`config.mk`:
```
export PLATFORM = sky130hd
export DESIGN_NAME = vrrc_top
export DESIGN_NICKNAME = d
export VERILOG_FILES = /design/src/core/vrrc_pkg.sv /design/src/core/vrrc_ram_mux.sv /design/src/core/vrrc_shift80.sv /design/src/core/vrrc_top.sv
export SDC_FILE = /design/constraint.sdc
export NUM_CORES = 2
export LEC_CHECK = 0
export BUFFER_PORTS_ARGS = -buffer_cell sky130_fd_sc_hd__buf_4
export CAP_MARGIN = 20
export CORE_MARGIN = 4
export CORE_UTILIZATION = 60
export CTS_CLUSTER_DIAMETER = 50
export CTS_CLUSTER_SIZE = 40
export DETAILED_ROUTE_END_ITERATION = 10
export PLACE_DENSITY_LB_ADDON = 0.3
export SLEW_MARGIN = 20
export SYNTH_ARGS = -nofsm -noshare
export SYNTH_HDL_FRONTEND = slang
export SYNTH_SLANG_ARGS = --single-unit
```
`constraint.sdc`:
```
create_clock -name core_clk -period 31 [get_ports core_clk]
set_input_delay 4.65 -clock core_clk [delete_from_list [all_inputs] [get_ports core_clk]]
set_output_delay 4.65 -clock core_clk [all_outputs]
set_load 0.05 [all_outputs]
```
`src/core/vrrc_pkg.sv`:
```
// constants and types shared by the video ram refresh controller
package vrrc_pkg;
  localparam int ADDR_W = 11;
  localparam int DATA_W = 8;
  localparam int ROW_CHARS = 80;
  // upper five address bits that select the two ram banks
  localparam logic [4:0] BANK1_TAG = 5'h02;
  localparam logic [4:0] BANK2_TAG = 5'h03;
  // parameter block and mode line locations inside bank one
  localparam logic [10:0] PARAM_BASE = 11'h000;
  localparam logic [10:0] STATUS_ROW_BASE = 11'h030;
  localparam logic [10:0] STATUS_ROW_LAST = 11'h07f;
  localparam logic [2:0] PARAM_LAST = 3'h5;
  localparam logic [2:0] SLOT_CUR_ROW = 3'h0;
  localparam logic [2:0] SLOT_CUR_COL = 3'h1;
  localparam logic [2:0] SLOT_KEYBOARD = 3'h2;
  localparam logic [2:0] SLOT_FUNCTION = 3'h3;
  localparam logic [2:0] SLOT_EFFECTS = 3'h4;
  localparam logic [2:0] SLOT_PAGE = 3'h5;
  // field geometry
  localparam logic [6:0] COL_LAST = 7'h4f;
  localparam logic [6:0] ROW_FULL = 7'h50;
  localparam logic [4:0] TEXT_ROW_LAST = 5'h17;
  localparam logic [4:0] FIELD_ROWS = 5'h19;
  localparam logic [3:0] LINE_LAST = 4'h9;
  localparam logic [4:0] DISP_ROW_PRE = 5'h1f;
  // control decoder: bits 7..5 equal to this mark a display effects code
  localparam logic [2:0] EFFECT_CODE = 3'h4;
  // register port map
  localparam logic [2:0] REG_CTRL = 3'h0;
  localparam logic [2:0] REG_STATUS = 3'h1;
  localparam logic [2:0] REG_CURSOR = 3'h2;
  localparam logic [2:0] REG_FUNC_EFF = 3'h3;
  localparam logic [2:0] REG_PAGE = 3'h4;
  localparam int CTRL_FETCH_EN_BIT = 0;
  localparam logic [15:0] CTRL_RST = 16'h0001;
  typedef enum logic [2:0] {
    VRRC_IDLE = 3'b001,
    VRRC_PARAM = 3'b010,
    VRRC_FETCH = 3'b100
  } vrrc_state_t;
endpackage

```
`src/core/vrrc_ram_mux.sv`:
```
// bank decoder and ram address multiplexer
`timescale 1ns/10ps
module vrrc_ram_mux
  import vrrc_pkg::*;
(
  input wire logic cpuBusReq,
  input wire logic [15:0] busAddr,
  input wire logic refreshReq,
  input wire logic [5:0] refreshAddr,
  input wire logic dispFetch,
  input wire logic [vrrc_pkg::ADDR_W-1:0] dispAddr,
  output logic [vrrc_pkg::ADDR_W-1:0] ramAddr,
  output logic ramCs1,
  output logic ramCs2,
  output logic bufHit
);
  logic hit1;
  logic hit2;

  assign hit1 = busAddr[15:11] == BANK1_TAG;
  assign hit2 = busAddr[15:11] == BANK2_TAG;
  assign bufHit = hit1 | hit2;

  always_comb
  begin
    ramAddr = '0;
    ramCs1 = 1'b0;
    ramCs2 = 1'b0;
    if (cpuBusReq && bufHit)
    begin
      ramAddr = busAddr[10:0];
      ramCs1 = hit1;
      ramCs2 = hit2;
    end
    else if (refreshReq)
    begin
      ramAddr = {5'h00, refreshAddr};
    end
    else if (dispFetch)
    begin
      ramAddr = dispAddr;
      ramCs1 = 1'b1;
    end
  end
endmodule

```
`src/core/vrrc_shift80.sv`:
```
// 80-entry character shift register held in flip-flops
`timescale 1ns/10ps
module vrrc_shift80
  import vrrc_pkg::*;
(
  input wire logic core_clk,
  input wire logic nrst,
  input wire logic shiftEn,
  input wire logic [vrrc_pkg::DATA_W-1:0] dataIn,
  output logic [vrrc_pkg::DATA_W-1:0] head
);
  logic [DATA_W-1:0] entry_q [ROW_CHARS];

  // each entry moves one place toward the head on a shift
  genvar i;
  generate
    for (i = 0; i < ROW_CHARS; i++)
    begin : g_entry
      always_ff @(posedge core_clk)
      begin
        if (!nrst)
          entry_q[i] <= '0;
        else if (shiftEn)
          entry_q[i] <= (i == ROW_CHARS - 1) ? dataIn : entry_q[(i + 1) % ROW_CHARS];
      end
    end
  endgenerate

  assign head = entry_q[0];
endmodule

```
`src/core/vrrc_top.sv`:
```
// video ram arbitration, parameter read, character fetch and row shifters
// What this block does
// - ram clock gate on refresh, display fetch, or bus address in buffer
// - processor access wins and suppresses display fetches
// - upper five address bits pick bank one or two chip select
// - processor access routes low 11 address bits to the ram
// - buffer read with read strobe drives ram data onto the bus
// - processor write asserts write enable, keeps output off, passes bus data
// - refresh at each horizontal start uses only the 6-bit row address
// - refresh beats display fetch; mux then picks refresh address
// - refresh gates the ram clock for one cycle, bus data ignored
// - all 64 rows refreshed; cpu cycles spaced so refresh fits
// - frame start presets address to parameter block and starts reading
// - six parameter reads in order, address advanced after each of the first five
// - first two reads load cursor row and column
// - third slot writes a pending keyboard character only
// - fourth read loads the function register
// - fifth read decoded into the display effects register
// - sixth read loads page, converts to address, fetching follows
// - 25 rows of 80; first 24 contiguous from page start
// - 25th row always from the fixed mode line range
// - fetched chars fill shifter one; shifter two recirculates nine lines
// - on line ten shifter two loads from shifter one
// - bits 7..5 effect code updates effects and blanks the glyph
// - display fetches only on alternate memory cycles
//
// The strobed register port and the register addresses were left to the implementer.
`timescale 1ns/10ps
module vrrc_top
  import vrrc_pkg::*;
(
  input wire logic core_clk,
  input wire logic nrst,
  input wire logic cpuBusReq,
  input wire logic [15:0] busAddr,
  input wire logic busRd,
  input wire logic busWr,
  input wire logic [vrrc_pkg::DATA_W-1:0] busDataIn,
  output logic [vrrc_pkg::DATA_W-1:0] busDataOut,
  output logic busDataOe_n,
  input wire logic refreshReq,
  input wire logic [5:0] refreshAddr,
  input wire logic frameStart,
  input wire logic charShift,
  input wire logic lineEnd,
  input wire logic kbdPending,
  input wire logic [vrrc_pkg::DATA_W-1:0] kbdChar,
  output logic kbdWritten,
  output logic [vrrc_pkg::ADDR_W-1:0] ramAddr,
  output logic ramCs1,
  output logic ramCs2,
  output logic ramClkGate,
  output logic ramWe,
  output logic [vrrc_pkg::DATA_W-1:0] ramDataOut,
  input wire logic [vrrc_pkg::DATA_W-1:0] ramDataIn,
  output logic [vrrc_pkg::DATA_W-1:0] charOut_q,
  output logic charValid_q,
  output logic cursorOn_q,
  output logic [4:0] effects_q,
  output logic [vrrc_pkg::DATA_W-1:0] function_q,
  input wire logic [2:0] regAddr,
  input wire logic [15:0] regWrData,
  input wire logic regWr,
  input wire logic regRd,
  output logic [15:0] regRdData_q
);
  import vrrc_pkg::*;

  vrrc_state_t state_q;
  logic phase_q;
  logic [2:0] paramIdx_q;
  logic [ADDR_W-1:0] dispAddr_q;
  logic [DATA_W-1:0] cursorRow_q;
  logic [DATA_W-1:0] cursorCol_q;
  logic [4:0] page_q;
  logic [6:0] fetchCol_q;
  logic [4:0] fetchRow_q;
  logic [6:0] fillCnt_q;
  logic [3:0] lineCnt_q;
  logic [4:0] dispRow_q;
  logic [6:0] dispCol_q;
  logic [15:0] ctrl_q;
  logic fetchAllowed;
  logic dispFetch;
  logic paramRead;
  logic charFetch;
  logic kbdSlot;
  logic bufHit;
  logic cpuHit;
  logic transferLine;
  logic sr1Shift;
  logic [DATA_W-1:0] sr1In;
  logic [DATA_W-1:0] sr1Head;
  logic [DATA_W-1:0] sr2In;
  logic [DATA_W-1:0] sr2Head;
  logic [ADDR_W-1:0] pageAddr;

  // fetch gating for each phase of the frame
  always_comb
  begin
    fetchAllowed = 1'b0;
    unique case (state_q)
      VRRC_IDLE: fetchAllowed = 1'b0;
      VRRC_PARAM: fetchAllowed = 1'b1;
      VRRC_FETCH: fetchAllowed = ctrl_q[CTRL_FETCH_EN_BIT] && (fillCnt_q != ROW_FULL)
        && !(transferLine && charShift) && (fetchRow_q != FIELD_ROWS);
    endcase
  end

  assign dispFetch = phase_q && fetchAllowed && !cpuBusReq && !refreshReq;
  assign paramRead = dispFetch && (state_q == VRRC_PARAM);
  assign charFetch = dispFetch && (state_q == VRRC_FETCH);
  assign kbdSlot = paramRead && (paramIdx_q == SLOT_KEYBOARD);
  assign cpuHit = cpuBusReq && bufHit;
  assign transferLine = lineCnt_q == LINE_LAST;
  assign pageAddr = {ramDataIn[4:0], 6'h00} + {2'h0, ramDataIn[4:0], 4'h0};

  vrrc_ram_mux u_mux (
    .cpuBusReq(cpuBusReq),
    .busAddr(busAddr),
    .refreshReq(refreshReq),
    .refreshAddr(refreshAddr),
    .dispFetch(dispFetch),
    .dispAddr(dispAddr_q),
    .ramAddr(ramAddr),
    .ramCs1(ramCs1),
    .ramCs2(ramCs2),
    .bufHit(bufHit)
  );

  // clock gate, one memory cycle per refresh request
  assign ramClkGate = refreshReq || dispFetch || cpuHit;
  // write enable and ram input multiplexer
  assign ramWe = (cpuHit && busWr) || (kbdSlot && kbdPending && !cpuBusReq);
  assign ramDataOut = cpuBusReq ? busDataIn : kbdChar;
  // read data gate onto the system bus
  assign busDataOe_n = !(cpuHit && busRd && !busWr);
  assign busDataOut = busDataOe_n ? '0 : ramDataIn;
  assign kbdWritten = kbdSlot && kbdPending;

  // frame sequencer
  always_ff @(posedge core_clk)
  begin
    if (!nrst)
      state_q <= VRRC_IDLE;
    else if (frameStart)
      state_q <= VRRC_PARAM;
    else if (paramRead && paramIdx_q == PARAM_LAST)
      state_q <= VRRC_FETCH;
  end

  // fetch slot toggles every memory cycle while active
  always_ff @(posedge core_clk)
  begin
    if (!nrst || frameStart)
      phase_q <= 1'b0;
    else if (state_q != VRRC_IDLE)
      phase_q <= !phase_q;
  end

  // parameter index and display address counter
  always_ff @(posedge core_clk)
  begin
    if (!nrst)
    begin
      paramIdx_q <= '0;
      dispAddr_q <= PARAM_BASE;
    end
    else if (frameStart)
    begin
      paramIdx_q <= '0;
      dispAddr_q <= PARAM_BASE;
    end
    else if (paramRead)
    begin
      paramIdx_q <= paramIdx_q + 3'h1;
      // page row converted to a binary address
      if (paramIdx_q == SLOT_PAGE)
        dispAddr_q <= pageAddr;
      else
        dispAddr_q <= dispAddr_q + 11'h001;
    end
    else if (charFetch)
    begin
      // text rows run on, mode line has a fixed base
      if (fetchRow_q == TEXT_ROW_LAST && fetchCol_q == COL_LAST)
        dispAddr_q <= STATUS_ROW_BASE;
      else
        dispAddr_q <= dispAddr_q + 11'h001;
    end
  end

  always_ff @(posedge core_clk)
  begin
    if (!nrst)
    begin
      cursorRow_q <= '0;
      cursorCol_q <= '0;
      function_q <= '0;
      page_q <= '0;
    end
    else if (paramRead)
    begin
      if (paramIdx_q == SLOT_CUR_ROW)
        cursorRow_q <= ramDataIn;
      if (paramIdx_q == SLOT_CUR_COL)
        cursorCol_q <= ramDataIn;
      if (paramIdx_q == SLOT_FUNCTION)
        function_q <= ramDataIn;
      if (paramIdx_q == SLOT_PAGE)
        page_q <= ramDataIn[4:0];
    end
  end

  // effects from the fifth parameter and from effect codes
  always_ff @(posedge core_clk)
  begin
    if (!nrst)
      effects_q <= '0;
    else if (paramRead && paramIdx_q == SLOT_EFFECTS)
      effects_q <= ramDataIn[4:0];
    else if (charShift && sr2Head[7:5] == EFFECT_CODE)
      effects_q <= sr2Head[4:0];
  end

  // row and column of the fetch stream
  always_ff @(posedge core_clk)
  begin
    if (!nrst || frameStart)
    begin
      fetchCol_q <= '0;
      fetchRow_q <= '0;
    end
    else if (charFetch)
    begin
      if (fetchCol_q == COL_LAST)
      begin
        fetchCol_q <= '0;
        fetchRow_q <= fetchRow_q + 5'h01;
      end
      else
        fetchCol_q <= fetchCol_q + 7'h01;
    end
  end

  // shifter one fill count, emptied by the row transfer
  always_ff @(posedge core_clk)
  begin
    if (!nrst || frameStart)
      fillCnt_q <= '0;
    else if (lineEnd && transferLine)
      fillCnt_q <= '0;
    else if (charFetch)
      fillCnt_q <= fillCnt_q + 7'h01;
  end

  // scan line and display row counters; first line of a field loads row one
  always_ff @(posedge core_clk)
  begin
    if (!nrst || frameStart)
    begin
      lineCnt_q <= LINE_LAST;
      dispRow_q <= DISP_ROW_PRE;
    end
    else if (lineEnd)
    begin
      if (transferLine)
      begin
        lineCnt_q <= '0;
        dispRow_q <= dispRow_q + 5'h01;
      end
      else
        lineCnt_q <= lineCnt_q + 4'h1;
    end
  end

  always_ff @(posedge core_clk)
  begin
    if (!nrst || lineEnd)
      dispCol_q <= '0;
    else if (charShift)
      dispCol_q <= dispCol_q + 7'h01;
  end

  // shifter one takes ram data, shifter two recirculates or loads
  assign sr1Shift = charFetch || (charShift && transferLine);
  assign sr1In = charFetch ? ramDataIn : '0;
  assign sr2In = transferLine ? sr1Head : sr2Head;

  vrrc_shift80 u_sr1 (
    .core_clk(core_clk),
    .nrst(nrst),
    .shiftEn(sr1Shift),
    .dataIn(sr1In),
    .head(sr1Head)
  );

  vrrc_shift80 u_sr2 (
    .core_clk(core_clk),
    .nrst(nrst),
    .shiftEn(charShift),
    .dataIn(sr2In),
    .head(sr2Head)
  );

  // character generator feed and cursor overlay
  always_ff @(posedge core_clk)
  begin
    if (!nrst)
    begin
      charOut_q <= '0;
      charValid_q <= 1'b0;
      cursorOn_q <= 1'b0;
    end
    else
    begin
      charValid_q <= charShift && sr2Head[7:5] != EFFECT_CODE;
      if (charShift)
      begin
        charOut_q <= (sr2Head[7:5] == EFFECT_CODE) ? '0 : sr2Head;
        cursorOn_q <= {3'h0, dispRow_q} == cursorRow_q && {1'b0, dispCol_q} == cursorCol_q;
      end
    end
  end

  // register port: control write, state readback
  always_ff @(posedge core_clk)
  begin
    if (!nrst)
      ctrl_q <= CTRL_RST;
    else if (regWr && regAddr == REG_CTRL)
      ctrl_q <= regWrData;
  end

  always_ff @(posedge core_clk)
  begin
    if (!nrst)
      regRdData_q <= '0;
    else if (regRd)
    begin
      unique case (regAddr)
        REG_CTRL: regRdData_q <= ctrl_q;
        REG_STATUS: regRdData_q <= {4'h0, state_q, fetchRow_q, lineCnt_q};
        REG_CURSOR: regRdData_q <= {cursorRow_q, cursorCol_q};
        REG_FUNC_EFF: regRdData_q <= {function_q, 3'h0, effects_q};
        REG_PAGE: regRdData_q <= {11'h000, page_q};
        default: regRdData_q <= '0;
      endcase
    end
    else
      regRdData_q <= '0;
  end

  cpu_prio_a: assert property (@(posedge core_clk) disable iff (!nrst)
    cpuBusReq |-> !dispFetch && !(ramCs1 && !bufHit && busAddr[15:11] != BANK1_TAG))
    else $error("display fetch during cpu access");
  refresh_prio_a: assert property (@(posedge core_clk) disable iff (!nrst)
    refreshReq && !cpuHit |-> !dispFetch && ramAddr == {5'h00, refreshAddr})
    else $error("refresh address not selected");
  clk_gate_a: assert property (@(posedge core_clk) disable iff (!nrst)
    (refreshReq || dispFetch || cpuHit) |-> ramClkGate)
    else $error("ram clock gate missing");
  bus_read_a: assert property (@(posedge core_clk) disable iff (!nrst)
    cpuHit && busRd && !busWr |-> !busDataOe_n && busDataOut == ramDataIn && !ramWe)
    else $error("buffer read not driven");
  bus_write_a: assert property (@(posedge core_clk) disable iff (!nrst)
    cpuHit && busWr |-> ramWe && busDataOe_n && ramDataOut == busDataIn)
    else $error("buffer write path wrong");
  cpu_addr_a: assert property (@(posedge core_clk) disable iff (!nrst)
    cpuHit |-> ramAddr == busAddr[10:0] && (ramCs1 != ramCs2))
    else $error("cpu address not routed");
  alt_fetch_a: assert property (@(posedge core_clk) disable iff (!nrst)
    dispFetch && !frameStart |=> !dispFetch)
    else $error("back to back display fetch");
  frame_preset_a: assert property (@(posedge core_clk) disable iff (!nrst)
    frameStart |=> state_q == VRRC_PARAM && dispAddr_q == PARAM_BASE && paramIdx_q == 3'h0)
    else $error("frame start preset wrong");
  param_step_a: assert property (@(posedge core_clk) disable iff (!nrst)
    paramRead && paramIdx_q != PARAM_LAST && !frameStart
      |=> paramIdx_q == $past(paramIdx_q) + 3'h1 && dispAddr_q == $past(dispAddr_q) + 11'h001)
    else $error("parameter step wrong");
  page_load_a: assert property (@(posedge core_clk) disable iff (!nrst)
    paramRead && paramIdx_q == SLOT_PAGE && !frameStart
      |=> state_q == VRRC_FETCH && page_q == $past(ramDataIn[4:0]))
    else $error("page load wrong");
  mode_line_a: assert property (@(posedge core_clk) disable iff (!nrst)
    charFetch && fetchRow_q == FIELD_ROWS - 5'h01 |-> dispAddr_q >= STATUS_ROW_BASE
      && dispAddr_q <= STATUS_ROW_LAST)
    else $error("mode line address out of range");
endmodule

```
==> metrics <==
Leak roughly 25 nW; P per Cell Area 66.59 nW/um2; clock group share of total power 40.4%; Placer Congestion 0.8508; NetSw 0.0008752 W; Flop pwr share 55.7%; share of the synthesized area in the top cell type 70.73%; MaxCap Viol Count 0; CP dominant cell by count buf_4; Util after Layout 66.99%; initial core utilization 60.47%; worst rel slew slack a little over a quarter; max-slew violation count 0; met3 usage 4.300%; Fin. Hold Viols 0; RSZ-0062 raised after global routing no; Post-Synth XOR/XNOR Area 0.6769%; Hold WC Path Type register to register; met1 usage a little under a third; R2R Setup Slk 25.77 ns; Mapped Cells 3,553; crit path cell chain buf_4 > or4bb_1 > nor2_2 > a21o_1 > a221oi_1 > nor2_1 > buf_4; CTS buffer count 120; EDFF count, synth 1,280; Hold Path Depth 2; vias in the first global route 26,320; most instantiated library cell after synthesis edfxtp_1; first-pass GRT wire length between 100 and 150 mm; Int Power between 0.003 and 0.004 W; routed length per instance 18.89 um; Synth Area in Simple Gates 17.67%; met2 Track Usage GR 26.84%; TritonCTS Sinks 1,409; multiplexer share of the synthesized area 0.9094%; Buf+Inv Stages, Crit Path 2; Combinational Power Share 3.8%; CTS tree built; Synth async-reset ratio 0%; GRT Util Overall a little under a fifth; die height 309.0 um; antenna violations before repair 6; synth unique cells 70; final net count 3,683; final number of setup-violating endpoints 0; Hold Crit Start ctrl_q[7]; DR vias/cell 5.626; sequential share of the synthesized area 75.48%; Syn Std Cell Area 54,350 um2; post-cts resize count 0; CP peak stage delay 0.73 ns; Crit path required time 26.35 ns; Worst Setup End Kind output port; Clk pin slew, worst setup/hold paths 0.07 ns; CTS Buffer Depth 3; final std cell area, no fill about 60,000 um2; synth warn 0; Syn Nets 3,647; top cell family by delay on the critical path simple AND/OR/NAND/NOR gates; drt total wl a little over 90 mm; gr ovfl total 0; Synth Area in Adders less than 1%; CP Launch Type input pin; cts hold-fix bufs 0; post-CTS setup repair buffer count 0; FF-to-FF Start fetchRow_q[1]; Final Critical Period 12.04 ns; clock root cell clkbuf_16; synthesized flop and latch total 1,409; # fillers 5,987; Crit Path Max Fanout 24; fraction of power spent switching nets 21.83%; R2R depth 9; PortBufs between 100 and 150; Worst Setup Path Type input pin to output port; vias 27,420; Top Usage Layer GRT met1; dpl cell area 55,770 um2; Synth Area per Inst 15.30 um2; Cells after DPL between 4,000 and 5,000; hpwl dp 49.65 mm; Fmax a little over 0.08 GHz; largest family of logic cells by synthesized area simple AND/OR/NAND/NOR gates; reg2reg end u_sr1.entry_q[2][67]; Layout Cells excl Fill roughly 5,000; main area contributors after synthesis edfxtp_1 (71%), and2_1 (7.5%), and3_1 (7.5%); Multi-input gate area ~12,000 um2; Compound-Gate Fraction of Synth Area under 10%; Syn-to-layout area delta 10.79%; Total Negative Setup Slacks 0 ns; DRT antenna net count 0; Post-synth top cells edfxtp_1 (1,280), and2_1 (649), and3_1 (648), clkbuf_1 (181), dfxtp_1 (129); worst IR drop on VDD 0.00005834 V; layout cells sized above 1 11.61%; Die Area 95,460 um2; status finished clean; First-pass DRT Iterations 5; FP Rows 110; FF+latch area between 40,000 and 50,000 um2; die width 309.0 um; Final period util 38.84%; Slew @ Worst Pin ~1.1 ns; number of DRC markers in iteration 0 3,055; Worst path slowest cell a21o_1; Core ar. 89,870 um2; hold path endpoint ctrl_q[7]; WP data arrival 7.39 ns; clock insertion delay at the later pin of the skew report 0.71 ns; largest net degree at the start of global routing 353; H-tree Lvls 3; # IOs 149; DRC Markers 0; clock skew 0.02491 ns; Yosys top cell by area edfxtp_1; top_reg_cell synth edfxtp_1
==> worst register-to-register path, stage by stage, from the launching register on <==
cell and delay (ns):
dfxtp_1 0.45, inv_1 0.07, ha_1 0.18, and4b_1 0.25, a211oi_2 0.42, nand2_1 0.25, nand3b_1 0.43, buf_4 0.85
buf_4 1.00, buf_12 0.80
==> cell families after synthesis <==
| family | Yosys count |
|---|---|
| buffers and inverters | 279 |
| AND/OR/NAND/NOR | 1604 |
| adder cells (fa/ha/maj) | 17 |
| XOR/XNOR | 42 |
| flip-flops | 1409 |
| multiplexers | 46 |
| AO/OA/AOI/OAI | 156 |
==> flip-flops by register name, summed over array words and instances, names as in the netlist, 3 cells and up <==
register,count
paramIdx_q,3
fetchRow_q,5
u_sr2.entry_q,640
dispAddr_q,11
fetchCol_q,7
dispCol_q,7
page_q,5
cursorCol_q,8
function_q,8
regRdData_q,16
u_sr1.entry_q,640
cursorRow_q,8
fillCnt_q,7
effects_q,5
state_q,3
dispRow_q,5
lineCnt_q,4
charOut_q,8
ctrl_q,16
==> power by group through the flow <==
| stage | combinational [W] | sequential, W | clock (W) |
|---|---|---|---|
| finish | 0.000154 | 0.00223 | 0.00162 |
| global placement | 0.000153 | 0.00227 | 0 |
| detailed placement | 0.000153 | 0.00228 | 0 |
| global route | 0.000171 | 0.00225 | 0.00173 |
| CTS | 0.000155 | 0.00224 | 0.00165 |
| floorplan | 0.000116 | 0.00233 | 0 |
==> cell usage in the layout (no fill, tap or decap), types with 28 or more instances in the layout <==
master     count
edfxtp_1    1280
nand2_1      106
inv_6         31
mux2i_1       28
nor2_1        75
and2_1       649
dfxtp_1      129
a21boi_0      44
nand3_1       45
buf_4        163
and3_1       648
clkbuf_16    121
==> cell type report <==
cell class / count / share of cell area, %
flip-flops and latches: 1409 / 68.13
multi-input cells: 1865 / 19.64
repair buffers: 176 / 2.429
clock inverters: 98 / 2.107
diodes: 2 / 0.008313
inverters: 17 / 0.1185
well taps: 1176 / 2.444
clock buffers: 131 / 5.125
==> per-layer routing <==
layer  part of all wire, %  vias up  wire [um]
met5                     0        -          0
met4                   2.6        0       2407
met3                   6.3      164       5756
met2                    43      618      40020
met1                    48    13610      43900
li1                      -    13030          -
==> through the flow <==
| stage | hold WS [ns] | total power (W) | setup slack (ns) |
|---|---|---|---|
| after floorplan | 0.4405 | 0.002450 | 5.559 |
| after global placement | 0.4503 | 0.002426 | 19.05 |
| after detailed placement | 0.4582 | 0.002429 | 19.00 |
| after CTS | 0.4681 | 0.004042 | 19.00 |
| after global routing | 0.4860 | 0.004150 | 18.81 |
| final | 0.4638 | 0.004009 | 18.96 |
==> worst max-delay path by stage <==
stage	slack, ns	cells past startpoint	from	to
after floorplan	5.56	4	nrst	u_sr1.entry_q[0][0]
after global placement	19.05	7	cpuBusReq	ramAddr[5]
after detailed placement	19.00	7	cpuBusReq	ramAddr[5]
after CTS	19.00	7	cpuBusReq	ramAddr[5]
after global routing	18.81	7	cpuBusReq	ramAddr[1]
final	18.96	7	cpuBusReq	ramAddr[2]
(Power assumes the default switching activity.)
